## config.mk

```make
export PLATFORM = sky130hd
export DESIGN_NAME = rem_measure
export DESIGN_NICKNAME = d
export VERILOG_FILES = /design/src/shared/rem_pkg.sv /design/src/core/rem_sync.sv /design/src/core/rem_counter.sv /design/src/core/rem_measure.sv
export VERILOG_INCLUDE_DIRS = /design/src /design/src/shared
export SDC_FILE = /design/constraint.sdc
export NUM_CORES = 1
export LEC_CHECK = 0
export BUFFER_PORTS_ARGS = -buffer_cell sky130_fd_sc_hd__buf_2
export CORE_MARGIN = 2
export CORE_UTILIZATION = 48
export CTS_BUF_LIST = sky130_fd_sc_hd__clkbuf_8
export DETAILED_ROUTE_END_ITERATION = 8
export PLACE_DENSITY = 0.87
export SETUP_SLACK_MARGIN = 0.3
export SYNTH_ARGS = -nofsm -noshare
export SYNTH_HDL_FRONTEND = slang
export SYNTH_SLANG_ARGS = --single-unit
```

## constraint.sdc

```tcl
create_clock -name clk_i -period 3.1 [get_ports clk_i]
set_input_delay 0.155 -clock clk_i [delete_from_list [all_inputs] [get_ports clk_i]]
set_output_delay 0.155 -clock clk_i [all_outputs]
set_load 0.01 [all_outputs]
```

## src/shared/rem_defines.svh

```systemverilog
// Offsets, field positions, reset values and timing counts of the block.
`ifndef REM_DEFINES_SVH
`define REM_DEFINES_SVH

// ****************************************************************
// Register byte offsets
// ****************************************************************
`define REM_OFS_RESULT   8'h00
`define REM_OFS_CONTROL  8'h04
`define REM_OFS_IRQ_STAT 8'h08
`define REM_OFS_IRQ_EN   8'h0C
`define REM_OFS_IRQ_CLR  8'h10

// ****************************************************************
// Field positions and reset values
// ****************************************************************
`define REM_RES_DONE_BIT    7
`define REM_CTL_CIRCUIT_BIT 0
`define REM_CTL_START_BIT   1
`define REM_RESULT_RESET    8'h00
`define REM_CONTROL_RESET   2'h0
`define REM_IRQ_RESET       2'h0
`define REM_IRQ_DONE_BIT    0
`define REM_IRQ_SAT_BIT     1

// ****************************************************************
// Timing
// ****************************************************************
`define REM_SYNC_STAGES 2

`endif

```

## src/shared/rem_pkg.sv

```systemverilog
// Types shared by the efficiency measurement block.
package rem_pkg;

  typedef enum logic [1:0] {
    REM_IDLE,
    REM_ARMED,
    REM_COUNT,
    REM_DONE
  } rem_state_t;

endpackage : rem_pkg

```

## src/core/rem_sync.sv

```systemverilog
// Two-stage synchroniser for one asynchronous level.
`timescale 1ns/100ps
module rem_sync (
  // Clock and reset
  input  wire logic clk_i,
  input  wire logic rst_i,
  // Level in and out
  input  wire logic async_i,
  output logic      sync_o
);

  logic meta_q;

  always_ff @(posedge clk_i) begin
    if (rst_i) begin
      meta_q <= 1'b0;
      sync_o <= 1'b0;
    end else begin
      meta_q <= async_i;
      sync_o <= meta_q;
    end
  end

endmodule : rem_sync

```

## src/core/rem_counter.sv

```systemverilog
// Saturating up-counter used to count on-time clock cycles.
`timescale 1ns/100ps
module rem_counter #(
  parameter int WIDTH = 7
) (
  // Clock and reset
  input  wire logic             clk_i,
  input  wire logic             rst_i,
  // Control
  input  wire logic             clear_i,
  input  wire logic             count_i,
  // Result
  output logic [WIDTH-1:0]      value_o,
  output logic                  saturated_o
);

  if (WIDTH < 1 || WIDTH > 16) begin : g_bad_width
    $error("rem_counter: WIDTH out of range");
  end

  always_ff @(posedge clk_i) begin
    if (rst_i || clear_i) begin
      value_o <= '0;
    end else if (count_i && !saturated_o) begin
      value_o <= value_o + 1'b1;
    end
  end

  assign saturated_o = &value_o;

endmodule : rem_counter

```

## src/core/rem_measure.sv

```systemverilog
// Relative efficiency measurement: on-time counter with Wishbone registers.
`timescale 1ns/100ps
`include "rem_defines.svh"
module rem_measure
  import rem_pkg::*;
#(
  parameter int COUNT_W = 7
) (
  // Clock and reset
  input  wire logic        clk_i,
  input  wire logic        rst_i,
  // Wishbone slave
  input  wire logic        cyc_i,
  input  wire logic        stb_i,
  input  wire logic        we_i,
  input  wire logic [7:0]  adr_i,
  input  wire logic [3:0]  sel_i,
  input  wire logic [31:0] dat_i,
  output logic      [31:0] dat_o,
  output logic             ack_o,
  output logic             err_o,
  // High-side gate pulse from the power stage
  input  wire logic        hs_on_i,
  // Analog block controls
  output logic             circuit_en_o,
  output logic             measure_start_o,
  // Interrupt
  output logic             irq_o
);

  // ****************************************************************
  // Parameter check
  // ****************************************************************
  // The result register holds exactly seven count bits below the done
  // flag, so any other width is refused while the design is built.
  if (COUNT_W != 7) begin : g_bad_width
    $error("rem_measure: result field is seven bits wide");
  end

  // ****************************************************************
  // Registers and signals
  // ****************************************************************
  rem_state_t         state_q;
  rem_state_t         state_d;
  logic               circuit_en_q;
  logic               start_q;
  logic               done_q;
  logic               done_d;
  logic [1:0]         irq_stat_q;
  logic [1:0]         irq_en_q;
  logic [1:0]         irq_set;
  logic [1:0]         irq_clr;
  logic               hs_on_s;
  logic               hs_on_prev_q;
  logic               hs_rise;
  logic               hs_fall;
  logic               cnt_first;
  logic               cnt_clear;
  logic               cnt_run;
  logic [COUNT_W-1:0] whole_count;
  logic               cnt_sat;
  logic               sat_prev_q;
  logic               bus_req;
  logic               wr_req;
  logic               wr_ctrl;
  logic               wr_irq_en;
  logic               wr_irq_clr;
  logic               mapped;
  logic [31:0]        rd_data;

  // ****************************************************************
  // Pin synchroniser and edge detection
  // ****************************************************************
  rem_sync u_sync (
    .clk_i   (clk_i),
    .rst_i   (rst_i),
    .async_i (hs_on_i),
    .sync_o  (hs_on_s)
  );

  // The previous sample resets low, the idle level of the pin, so no
  // false rise follows reset.
  always_ff @(posedge clk_i) begin
    if (rst_i) begin
      hs_on_prev_q <= 1'b0;
    end else begin
      hs_on_prev_q <= hs_on_s;
    end
  end

  assign hs_rise = hs_on_s && !hs_on_prev_q;
  assign hs_fall = !hs_on_s && hs_on_prev_q;

  // ****************************************************************
  // Bus decode
  // ****************************************************************
  // A request is taken only while no answer stands, so a master that
  // holds its strobe is not served again in the cycle of its answer.
  assign bus_req    = cyc_i && stb_i && !ack_o && !err_o;
  assign wr_req     = bus_req && we_i && sel_i[0];
  assign wr_ctrl    = wr_req && (adr_i == `REM_OFS_CONTROL);
  assign wr_irq_en  = wr_req && (adr_i == `REM_OFS_IRQ_EN);
  assign wr_irq_clr = wr_req && (adr_i == `REM_OFS_IRQ_CLR);

  always_comb begin
    mapped  = 1'b1;
    rd_data = 32'h0000_0000;
    unique case (adr_i)
      `REM_OFS_RESULT: begin
        rd_data[`REM_RES_DONE_BIT] = done_q;
        rd_data[COUNT_W-1:0]       = whole_count;
      end
      `REM_OFS_CONTROL: begin
        rd_data[`REM_CTL_CIRCUIT_BIT] = circuit_en_q;
        rd_data[`REM_CTL_START_BIT]   = start_q;
      end
      `REM_OFS_IRQ_STAT: begin
        rd_data[1:0] = irq_stat_q;
      end
      `REM_OFS_IRQ_EN: begin
        rd_data[1:0] = irq_en_q;
      end
      `REM_OFS_IRQ_CLR: begin
        rd_data = 32'h0000_0000;
      end
      default: begin
        mapped = 1'b0;
      end
    endcase
  end

  // Every request taken is answered exactly one cycle later, and the
  // request guard keeps the answer to a single cycle.
  always_ff @(posedge clk_i) begin
    if (rst_i) begin
      ack_o <= 1'b0;
      err_o <= 1'b0;
    end else begin
      ack_o <= bus_req && mapped;
      err_o <= bus_req && !mapped;
    end
  end

  // Read data stands only alongside a read acknowledge and is zero
  // otherwise, so stale register contents never linger on the bus.
  always_ff @(posedge clk_i) begin
    if (rst_i) begin
      dat_o <= 32'h0000_0000;
    end else if (bus_req && mapped && !we_i) begin
      dat_o <= rd_data;
    end else begin
      dat_o <= 32'h0000_0000;
    end
  end

  // ****************************************************************
  // Control register
  // ****************************************************************
  always_ff @(posedge clk_i) begin
    if (rst_i) begin
      circuit_en_q <= 1'b0;
    end else if (wr_ctrl) begin
      circuit_en_q <= dat_i[`REM_CTL_CIRCUIT_BIT];
    end
  end

  // The start bit is cleared along with the enable, since no cycle can
  // run on unpowered circuitry.
  always_ff @(posedge clk_i) begin
    if (rst_i) begin
      start_q <= 1'b0;
    end else if (wr_ctrl) begin
      start_q <= dat_i[`REM_CTL_START_BIT] &&
                 dat_i[`REM_CTL_CIRCUIT_BIT];
    end
  end

  // ****************************************************************
  // Measurement sequencer
  // ****************************************************************
  // Armed waits for a fresh rising edge so a pulse already in progress
  // at start is never measured short. Dropping either control bit
  // abandons the cycle from any state.
  always_comb begin
    state_d = state_q;
    if (!circuit_en_q || !start_q) begin
      state_d = REM_IDLE;
    end else begin
      unique case (state_q)
        REM_IDLE: begin
          state_d = REM_ARMED;
        end
        REM_ARMED: begin
          if (hs_rise) begin
            state_d = REM_COUNT;
          end
        end
        REM_COUNT: begin
          if (hs_fall) begin
            state_d = REM_DONE;
          end
        end
        REM_DONE: begin
          state_d = REM_DONE;
        end
      endcase
    end
  end

  always_ff @(posedge clk_i) begin
    if (rst_i) begin
      state_q <= REM_IDLE;
    end else begin
      state_q <= state_d;
    end
  end

  // The rise is found in the cycle of the first high sample, while the
  // sequencer is still armed, so that cycle counts as well; otherwise every
  // result would come out one clock short.
  assign cnt_first = (state_q == REM_ARMED) && hs_rise;
  assign cnt_clear = (state_q == REM_IDLE);
  assign cnt_run   = ((state_q == REM_COUNT) && hs_on_s) ||
                     cnt_first;

  // Counting stops at all ones, so an overlong pulse reads as the
  // largest value instead of wrapping to a short one.
  rem_counter #(
    .WIDTH (COUNT_W)
  ) u_counter (
    .clk_i       (clk_i),
    .rst_i       (rst_i),
    .clear_i     (cnt_clear),
    .count_i     (cnt_run),
    .value_o     (whole_count),
    .saturated_o (cnt_sat)
  );

  // ****************************************************************
  // Done flag
  // ****************************************************************
  // Done rises with the falling edge that ends the counted pulse and
  // falls by itself once the start or enable bit is dropped.
  always_comb begin
    done_d = 1'b0;
    if (state_q == REM_COUNT && hs_fall) begin
      done_d = 1'b1;
    end else if (state_q == REM_DONE && circuit_en_q && start_q) begin
      done_d = 1'b1;
    end
  end

  always_ff @(posedge clk_i) begin
    if (rst_i) begin
      done_q <= 1'b0;
    end else begin
      done_q <= done_d;
    end
  end

  // ****************************************************************
  // Interrupts
  // ****************************************************************
  always_ff @(posedge clk_i) begin
    if (rst_i) begin
      sat_prev_q <= 1'b0;
    end else begin
      sat_prev_q <= cnt_sat;
    end
  end

  assign irq_set[`REM_IRQ_DONE_BIT] = (state_q == REM_COUNT) && hs_fall;
  assign irq_set[`REM_IRQ_SAT_BIT]  = cnt_sat && !sat_prev_q;

  assign irq_clr = wr_irq_clr ? dat_i[1:0] : 2'b00;

  // One sticky flag per event. A set in the same cycle as a clear wins,
  // so an event is never lost to a late acknowledge.
  for (genvar b = 0; b < 2; b++) begin : g_irq_flag
    always_ff @(posedge clk_i) begin
      if (rst_i) begin
        irq_stat_q[b] <= 1'b0;
      end else if (irq_set[b]) begin
        irq_stat_q[b] <= 1'b1;
      end else if (irq_clr[b]) begin
        irq_stat_q[b] <= 1'b0;
      end
    end
  end

  always_ff @(posedge clk_i) begin
    if (rst_i) begin
      irq_en_q <= `REM_IRQ_RESET;
    end else if (wr_irq_en) begin
      irq_en_q <= dat_i[1:0];
    end
  end

  // ****************************************************************
  // Outputs
  // ****************************************************************
  // The interrupt line follows the status one cycle late and stays high
  // while any enabled event flag is set.
  always_ff @(posedge clk_i) begin
    if (rst_i) begin
      irq_o <= 1'b0;
    end else begin
      irq_o <= |(irq_stat_q & irq_en_q);
    end
  end

  always_ff @(posedge clk_i) begin
    if (rst_i) begin
      circuit_en_o <= 1'b0;
    end else begin
      circuit_en_o <= circuit_en_q;
    end
  end

  always_ff @(posedge clk_i) begin
    if (rst_i) begin
      measure_start_o <= 1'b0;
    end else begin
      measure_start_o <= start_q;
    end
  end

endmodule : rem_measure

```

; Word-level counts from Yosys, hierarchy flattened
; Cells that the tools add are included.
[word_totals]
register_bits = 57
inputBits = 50
output_inout_bits = 37
wordCells = 90
[op_classes]
n_addsub = 1
n_eq_ne = 9
mux = 12
bitwise_logic = 3
n_reduce_logical = 45
[ops]
columns = op, n
row1 = $logic_and 1x1->1, 21
row2 = $eq 8x4->1 const B, 2
row3 = $pmux 2 s4, 2
row4 = $logic_not 1->1, 10
row5 = $eq 8x3->1 const B, 1
row6 = $eq 8x5->1 const B, 1
row7 = $logic_not 8->1, 1
row8 = $add 7x1->7 const B, 1
row9 = $mux 1, 7
row10 = $reduce_and 7->1, 1
row11 = $mux 2, 3
row12 = $reduce_or 2->1, 3
row13 = $reduce_or 5->1, 1
row14 = $eq 2x2->1 const B, 2
row15 = $ne 2x2->1 const B, 2
row16 = $reduce_bool 2->1, 2
row17 = $logic_or 1x1->1, 3
row18 = $reduce_or 3->1, 1
row19 = $and 2x2->2, 1
row20 = $eq 2x1->1 const B, 1
row21 = $logic_not 2->1, 1
row22 = $not 1->1, 2
row23 = $reduce_and 2->1, 1

; Logic depth before layout (Yosys ltp)
; Gate-level depths: netlist of the first run.
[logic_depth]
ltp_word = 9
mapped_depth = 5
depth_no_buf = 4

; By module
; A second synthesis of the first run with hierarchy kept.
[hier_totals]
hier_cells = 167
hier_area_um2 = 1586.5
[modules_own_cells]
columns = module, n_inst, cells_per_inst, area_per_inst_um2, seq_area_each_um2
row1 = rem_measure, 1, 127, 1197.4, 480.5
row2 = rem_counter, 1, 36, 336.6, 140.1
row3 = rem_sync, 1, 4, 52.6, 40.0

; Worst setup path after synthesis of the first run
; No wires, ideal clock.
[synth_timing]
path_kind = reg2reg
startpoint = register u_counter.value_o[0]
endpoint = register u_counter.value_o[4]
setup_time_ns = 0.074
t_arrival_ns = 1.478
t_required_ns = 3.026
path_slack_ns = 1.548
path_stages_with_launch = 6
n_path_buf = 1
synth_period_minus_slack_ns = 1.552
cell_sequence = dfxtp_1 -> ha_1 -> and4_4 -> buf_2 -> or4_1 -> a21oi_1
[synth_between]
elab_chain_cells = 3
word_cells_on_any_way = 4
cone_classes = add/sub: 1 / reduce/logical: 3
[synth_lines]
columns = item, line_no
row1 = from (decl), rem_counter.sv:13  ; output logic [WIDTH-1:0] value_o,
row2 = from (signal assigned), rem_counter.sv:25  ; value_o <= value_o + 1'b1;
row3 = "parallel branches: the longest is 3 deep, another holds $add 7x1->7", --
; Several ways; the timed one is not identified.
; A chain may end at the register's enable or synchronous reset.

; Final worst setup path of the first run
[layout_timing]
startpoint = register state_q[1]
endpoint = register u_counter.value_o[3]
[layout_between]
elab_chain_cells = 4
word_cells_on_any_way = 8
cone_classes = eq/ne: 2 / reduce/logical: 6
[layout_lines]
columns = item, line_no
row1 = from (decl), rem_measure.sv:43  ; rem_state_t state_q;
row2 = from (signal assigned), rem_measure.sv:214  ; state_q <= state_d;
row3 = $eq 2x2->1 or $eq 2x1->1 (tied branches), "rem_measure.sv:223, rem_measure.sv:221"
row4 = $logic_and 1x1->1 (on tied branches), "rem_measure.sv:223, rem_measure.sv:221"
row5 = $logic_or 1x1->1, rem_measure.sv:223  ; assign cnt_run = ((state_q == REM_COUNT) && hs_on_s) ||
row6 = $logic_and 1x1->1, rem_counter.sv:24  ; end else if (count_i && !saturated_o) begin
; Several ways; a longest one is shown, not always the timed one.

==> impl_results.md, run 1 <==
* Status: finished, final reports clean
* Synth top area share at 43.7%
* DP Wirelength at roughly 1900 um
* Setup Crit Path Kind: flop to flop
* Die X-Extent at ~60 um
* Tcrit/Tclk final at between 50% and 60%
* Final wirelength at approximately 2600 um
* Synthesized area at between 1500 and 2000 um2
* Final setup viols at 0
* Final Hold Vio Count at 0
* Vias in the first global route at between 900 and 1000
* Nets at roughly 240
* Starting Density at between 40% and 50%
* Die height at around 60 um
* Area Growth Syn to Fin at 11.2%
* Unrepaired setup endpoints after global routing: no
* Routed vias at between 1000 and 1500
* Port Buffers at 29
* Layout Utilization at between 50% and 60%
* # rows at 20
* Final critical-path required period at roughly 1600 ps
* CP max FO at 11
* CP startpoint kind: flop
* N_diodes at 0
* Initial antenna violation count at 0
* All-Layer GR Usage at about 16%
* Synth Warn # at 0
* Hold Path Class: primary input to flop
* Ports at between 80 and 90
* Register bit count reported by yosys at 33
* Synthesized instance count at 160
* Post-Place Worst Slack at around 1500 ps
* Routed Antenna Nets at 0
* Slew HR at a little over two fifths
* Number of buffers created by CTS at 5
* Fillers at between 200 and 300
* Max-Cap Viols at 0
* CTS Buffer Depth at 2
* First-pass GRT wire length at roughly 4200 um
* Post-cts resize count at 0
* Post-synth ARST share at 0%
* Postcts setup bufs at 0
* Clock sinks at 33
* GPL Wtd Cong at 0.783
* # hold bufs at CTS at 0
* Worst hold slack at a little over 80 ps
* Worst-path clk slew at 60 ps
* Die area at around 3600 um2
* CTS Root Cell: clkbuf_8
* Type of destination of the critical path: flop
* Number of flops mapped to enable cells by yosys at 0
* Layout cells sized above 1 at between 20% and 30%
* Worst Path Required at between 3000 and 4000 ps
* Residual DRC at 0
* Achievable frequency at about 610 MHz
* Initial DRC Count at a little under 50
* Routed wire length per instance at about 11 um
* CTS tree: yes
* DP Area at about 1600 um2
* CORE AREA at around 3000 um2
* Largest net degree at the start of global routing at 16
* CTS H-tree lvls at 2
* Synth Flop Type: dfxtp_1
* Lkg Pwr at 0.722 nW
* Final Max Tran Viols at 0
* Largest area contributor in the netlist: dfxtp_1
* WP data arrival at 1780 ps
* Worst VDD drop at around 170 uV
* Clock Skews at 4.64 ps
* Post-DR vias/cell at roughly 5.1
* Fin Setup TNS at 0 ps
* Clk Latency, worst-skew pair at 280 ps
* PD cells at roughly 470 nW/um2
* Yosys cell types at 43
* Overflow after GRT at 0
* Final worst slack at approximately 1500 ps
* Post-synthesis sequential area ratio at between 40% and 50%
* Worst Max-Slew Pin Slew at around 860 ps
* Mean Syn Cell Area at 9.45 um2
* Drt pass-1 iters at 4
* Dominant cells by area after synthesis: dfxtp_1, buf_4, mux4_2, nor2b_1, a21oi_1
* Layout Cell Area excl Fill at 1680 um2
-- critical path, stage by stage, from the launching register on --
cell	delay [ps]
dfxtp_1	420
and4bb_1	230
a21oi_1	550
or4_1	230
a21oi_1	60
-- layout by cell type (no fill, tap or decap), types with 2 or more instances in the layout --
cell type  synthesis  layout
nand2_1            4       4
mux4_2             2       2
clkbuf_8           0       6
nand4_1            3       3
or4_1              5       5
nor3b_1            2       2
and4bb_1           2       2
nor2b_1            7       7
nor2_1             6       6
dfxtp_1           33      33
inv_1              7       8
o21ai_0            2       2
o31ai_1            4       4
conb_1             1      24
nor3_1             6       6
nand3_1            6       6
and2_1             6       6
nand2b_1           2       2
o21ai_1            4       4
buf_2              1      29
a21oi_1            8       8
or3_1              3       3
-- synth_stat cells, drive strengths merged, types with 2 or more instances --
library cell,number
clkbuf,2
nor3,6
nand2b,2
mux4,2
a21oi,8
nor2b,7
buf,26
or4,5
a31o,2
nand4,3
nand3,6
nor2,6
o31ai,4
inv,7
nor3b,2
o21ai,6
nand2,4
dfxtp,33
or3,3
and4bb,2
and2,6
-- per-stage QoR --
stage | power (mW) | cells
global route | 0.812 | 235
finish | 0.784 | 235
detailed placement | 0.479 | 228
global placement | 0.478 | 228
floorplan | 0.485 | 183
CTS | 0.790 | 235
-- cells by family (layout without fill, tap and decap cells) --
logic type      Yosys count  in the layout  share of synthesized area, %
simple gates             58             58                          23.9
fa+ha+maj                 1              1                         0.828
compound gates           30             30                          13.1
other cells               1             24                         0.248
mux                       2              2                          2.98
flops                    33             33                          43.7
buf+inv                  35             43                          15.2
-- report_power, final --
part	internal [mW]	leakage [nW]	switching [mW]	total [mW]
Combinational	0.0132	0.407	0.0294	0.0426
Clock	0.172	0.0485	0.141	0.314
Sequential	0.426	0.266	0.00120	0.427
-- routing by layer --
layer / global-route usage, % / routed length [um]
met2: 25.5 / 1260
met3: 4.11 / 131
met1: 18.4 / 1160
met4: 13.3 / 93
met5: 0 / 0
-- worst paths after layout --
path | from | end | slack, ps | cells after the start
worst min register to register | u_sync.meta_q | u_sync.sync_o | 440 | 1
worst min-delay path | hs_on_i | u_sync.meta_q | 80 | 2
worst max register to register | state_q[1] | u_counter.value_o[3] | 1450 | 4
worst max-delay path | state_q[1] | u_counter.value_o[3] | 1450 | 4
-- flip-flops by register name (all words and copies together), names as in the netlist, 2 cells and up --
| register | count |
|---|---|
| state_q | 2 |
| u_counter.value_o | 7 |
| irq_en_q | 2 |
| irq_stat_q | 2 |
| dat_o | 8 |
-- area by class of cell --
cell class                 count  area, um2  area share, %
timing repair buffer          29        145           8.64
sequential                    33        661           39.3
multi-input combinational    115        707           42.1
clock buffer                   6       82.6           4.91
clock inverter                 1       3.75          0.223
tap                           44       55.1           3.28
inverter                       7       26.3           1.56
(Power assumes the default switching activity.)
==> run 2: changes to the inputs <==
CORE_UTILIZATION = 45   (was 48)
PLACE_DENSITY = 0.82   (was 0.87)
clock period = 1.57 ns   (was 3.1 ns; I/O delays follow)
==> impl_results.md, run 2 (synthesized netlist as in run 1, its figures left out) <==
* Status: finished, final reports clean
* GPL Wtd Cong at a little under 0.8
* Tcrit/Tclk final at 92.0%
* Post-Place Worst Slack at approximately 65 ps
* Hold Path Class: primary input to flop
* Nets at around 270
* DP Wirelength at about 2100 um
* CORE AREA at 3280 um2
* Most common cell after layout, fill and taps aside: buf_2
* Final Max Tran Viols at 0
* Post-DR vias/cell at around 5.2
* Unrepaired setup endpoints after global routing: yes
* Drt pass-1 iters at 4
* Vias in the first global route at roughly 1100
* Lkg Pwr at ~0.86 nW
* # rows at 21
* Routed vias at 1377
* All-Layer GR Usage at between 10% and 20%
* Worst-path clk slew at ~70 ps
* Clk Latency, worst-skew pair at between 200 and 300 ps
* CTS Buffer Depth at 2
* Die area at approximately 3800 um2
* Routed wire length per instance at 14.6 um
* CTS H-tree lvls at 2
* Most frequent cells in the layout: buf_2, dfxtp_1, conb_1
* Routed Antenna Nets at 0
* Largest net degree at the start of global routing at 12
* Power, Total at 1.56 mW
* Worst path slowest cell: or4_1
* Final wirelength at a little under 4000 um
* Fin Setup TNS at 0 ps
* Starting Density at 46.0%
* Top flop regs: dat_o x8, u_counter.value_o x7
* Port Buffers at 29
* N_diodes at 0
* Layout cells sized above 1 at between 40% and 50%
* Max-Cap Viols at 0
* Initial antenna violation count at 0
* Setup Crit Path Kind: flop to flop
* Worst Max-Slew Pin Slew at a little under 600 ps
* Worst VDD drop at around 460 uV
* PD cells at approximately 760 nW/um2
* Clock Skews at 8.10 ps
* Final worst slack at 126 ps
* Die X-Extent at ~62 um
* CTS tree: yes
* Max reg flops at 8
* Overflow after GRT at 0
* Residual DRC at 0
* Reg2reg setup slack at between 100 and 150 ps
* Number of buffers created by CTS at 5
* Worst Path Required at roughly 1800 ps
* CP Cell Sequence: ha_4, and4_4, or4_1, a21oi_1
* CP max stage delay at ~470 ps
* Layout Utilization at 62.2%
* Final Hold Vio Count at 0
* Type of destination of the critical path: flop
* Largest reg by FF count: dat_o
* Worst hold slack at ~100 ps
* CP max FO at 6
* Clock sinks at 33
* Achievable frequency at 693 MHz
* First-pass GRT wire length at about 4800 um
* Initial DRC Count at 103
* Final critical-path required period at 1440 ps
* Final setup viols at 0
* CP startpoint kind: flop
* Ports at 87
* Slew HR at between 60% and 70%
* WP data arrival at 1650 ps
* Die height at 62.0 um
* Area Growth Syn to Fin at 35.1%
* CTS Root Cell: clkbuf_8
## run 2: changes by cell type in the layout (fill, tap and decap cells not counted), sizes merged
cell         change
clkbuf           -1
inv              -1
buf             +24
clkinv           +2
clkinvlp         +1
dlygate4sd3      +1
## run 2: cell type report
cell class	count	area [um2]
Fill cell	254	1240
Multi-Input combinational cell	115	851
Sequential cell	33	678
Timing Repair Buffer	54	343
Clock buffer	5	68.8
Tap cell	46	57.6
Inverter	7	26.3
Clock inverter	3	17.5
## run 2: through the flow
stage | cell area (um2) | cells
floorplan | 1630 | 183
global placement | 1660 | 235
detailed placement | 1660 | 235
CTS | 1910 | 260
global route | 2040 | 263
finish | 2040 | 263
## run 2: worst max-delay path, delay by kind of cell, from the launching register on
kind                       cells  cell delay, ps
DFF                            1             360
and+or+nand+nor                2             680
adders and majority gates      1             180
AOI/OAI and AO/OA              1             140
## run 2: where the power goes
group          internal (mW)  switching [mW]
combinational         0.0310          0.0660
sequential             0.836         0.00157
clock                  0.306           0.320
total                   1.17           0.388
## run 2: path summary, 6_finish.rpt
path | depth (start not counted) | start | to
worst min-delay path | 2 | rst_i | irq_o
worst min register to register | 1 | u_sync.meta_q | u_sync.sync_o
worst max-delay path | 4 | u_counter.value_o[0] | u_counter.value_o[3]
worst max register to register | 4 | u_counter.value_o[0] | u_counter.value_o[3]
## run 2: repair_timing
| item | CTS | global route |
|---|---|---|
| gates cloned | 0 | 0 |
| gates resized for setup | 11 | 25 |
| hold endpoints to repair | 1 | 0 |
| buffers inserted | 16 | 3 |
| pin swaps | 9 | 15 |
| hold buffers | 1 | 0 |
| endpoints found under the setup margin | 16 | 18 |
## run 2: per-layer routing
metal  up-vias  GRT usage [%]  part of all wire, %
met4         0           8.21                  3.7
met2        63           30.2                   52
met5         -              0                    0
met1       657           19.8                   39
met3        17           6.21                  5.7
li1        640              -                    -
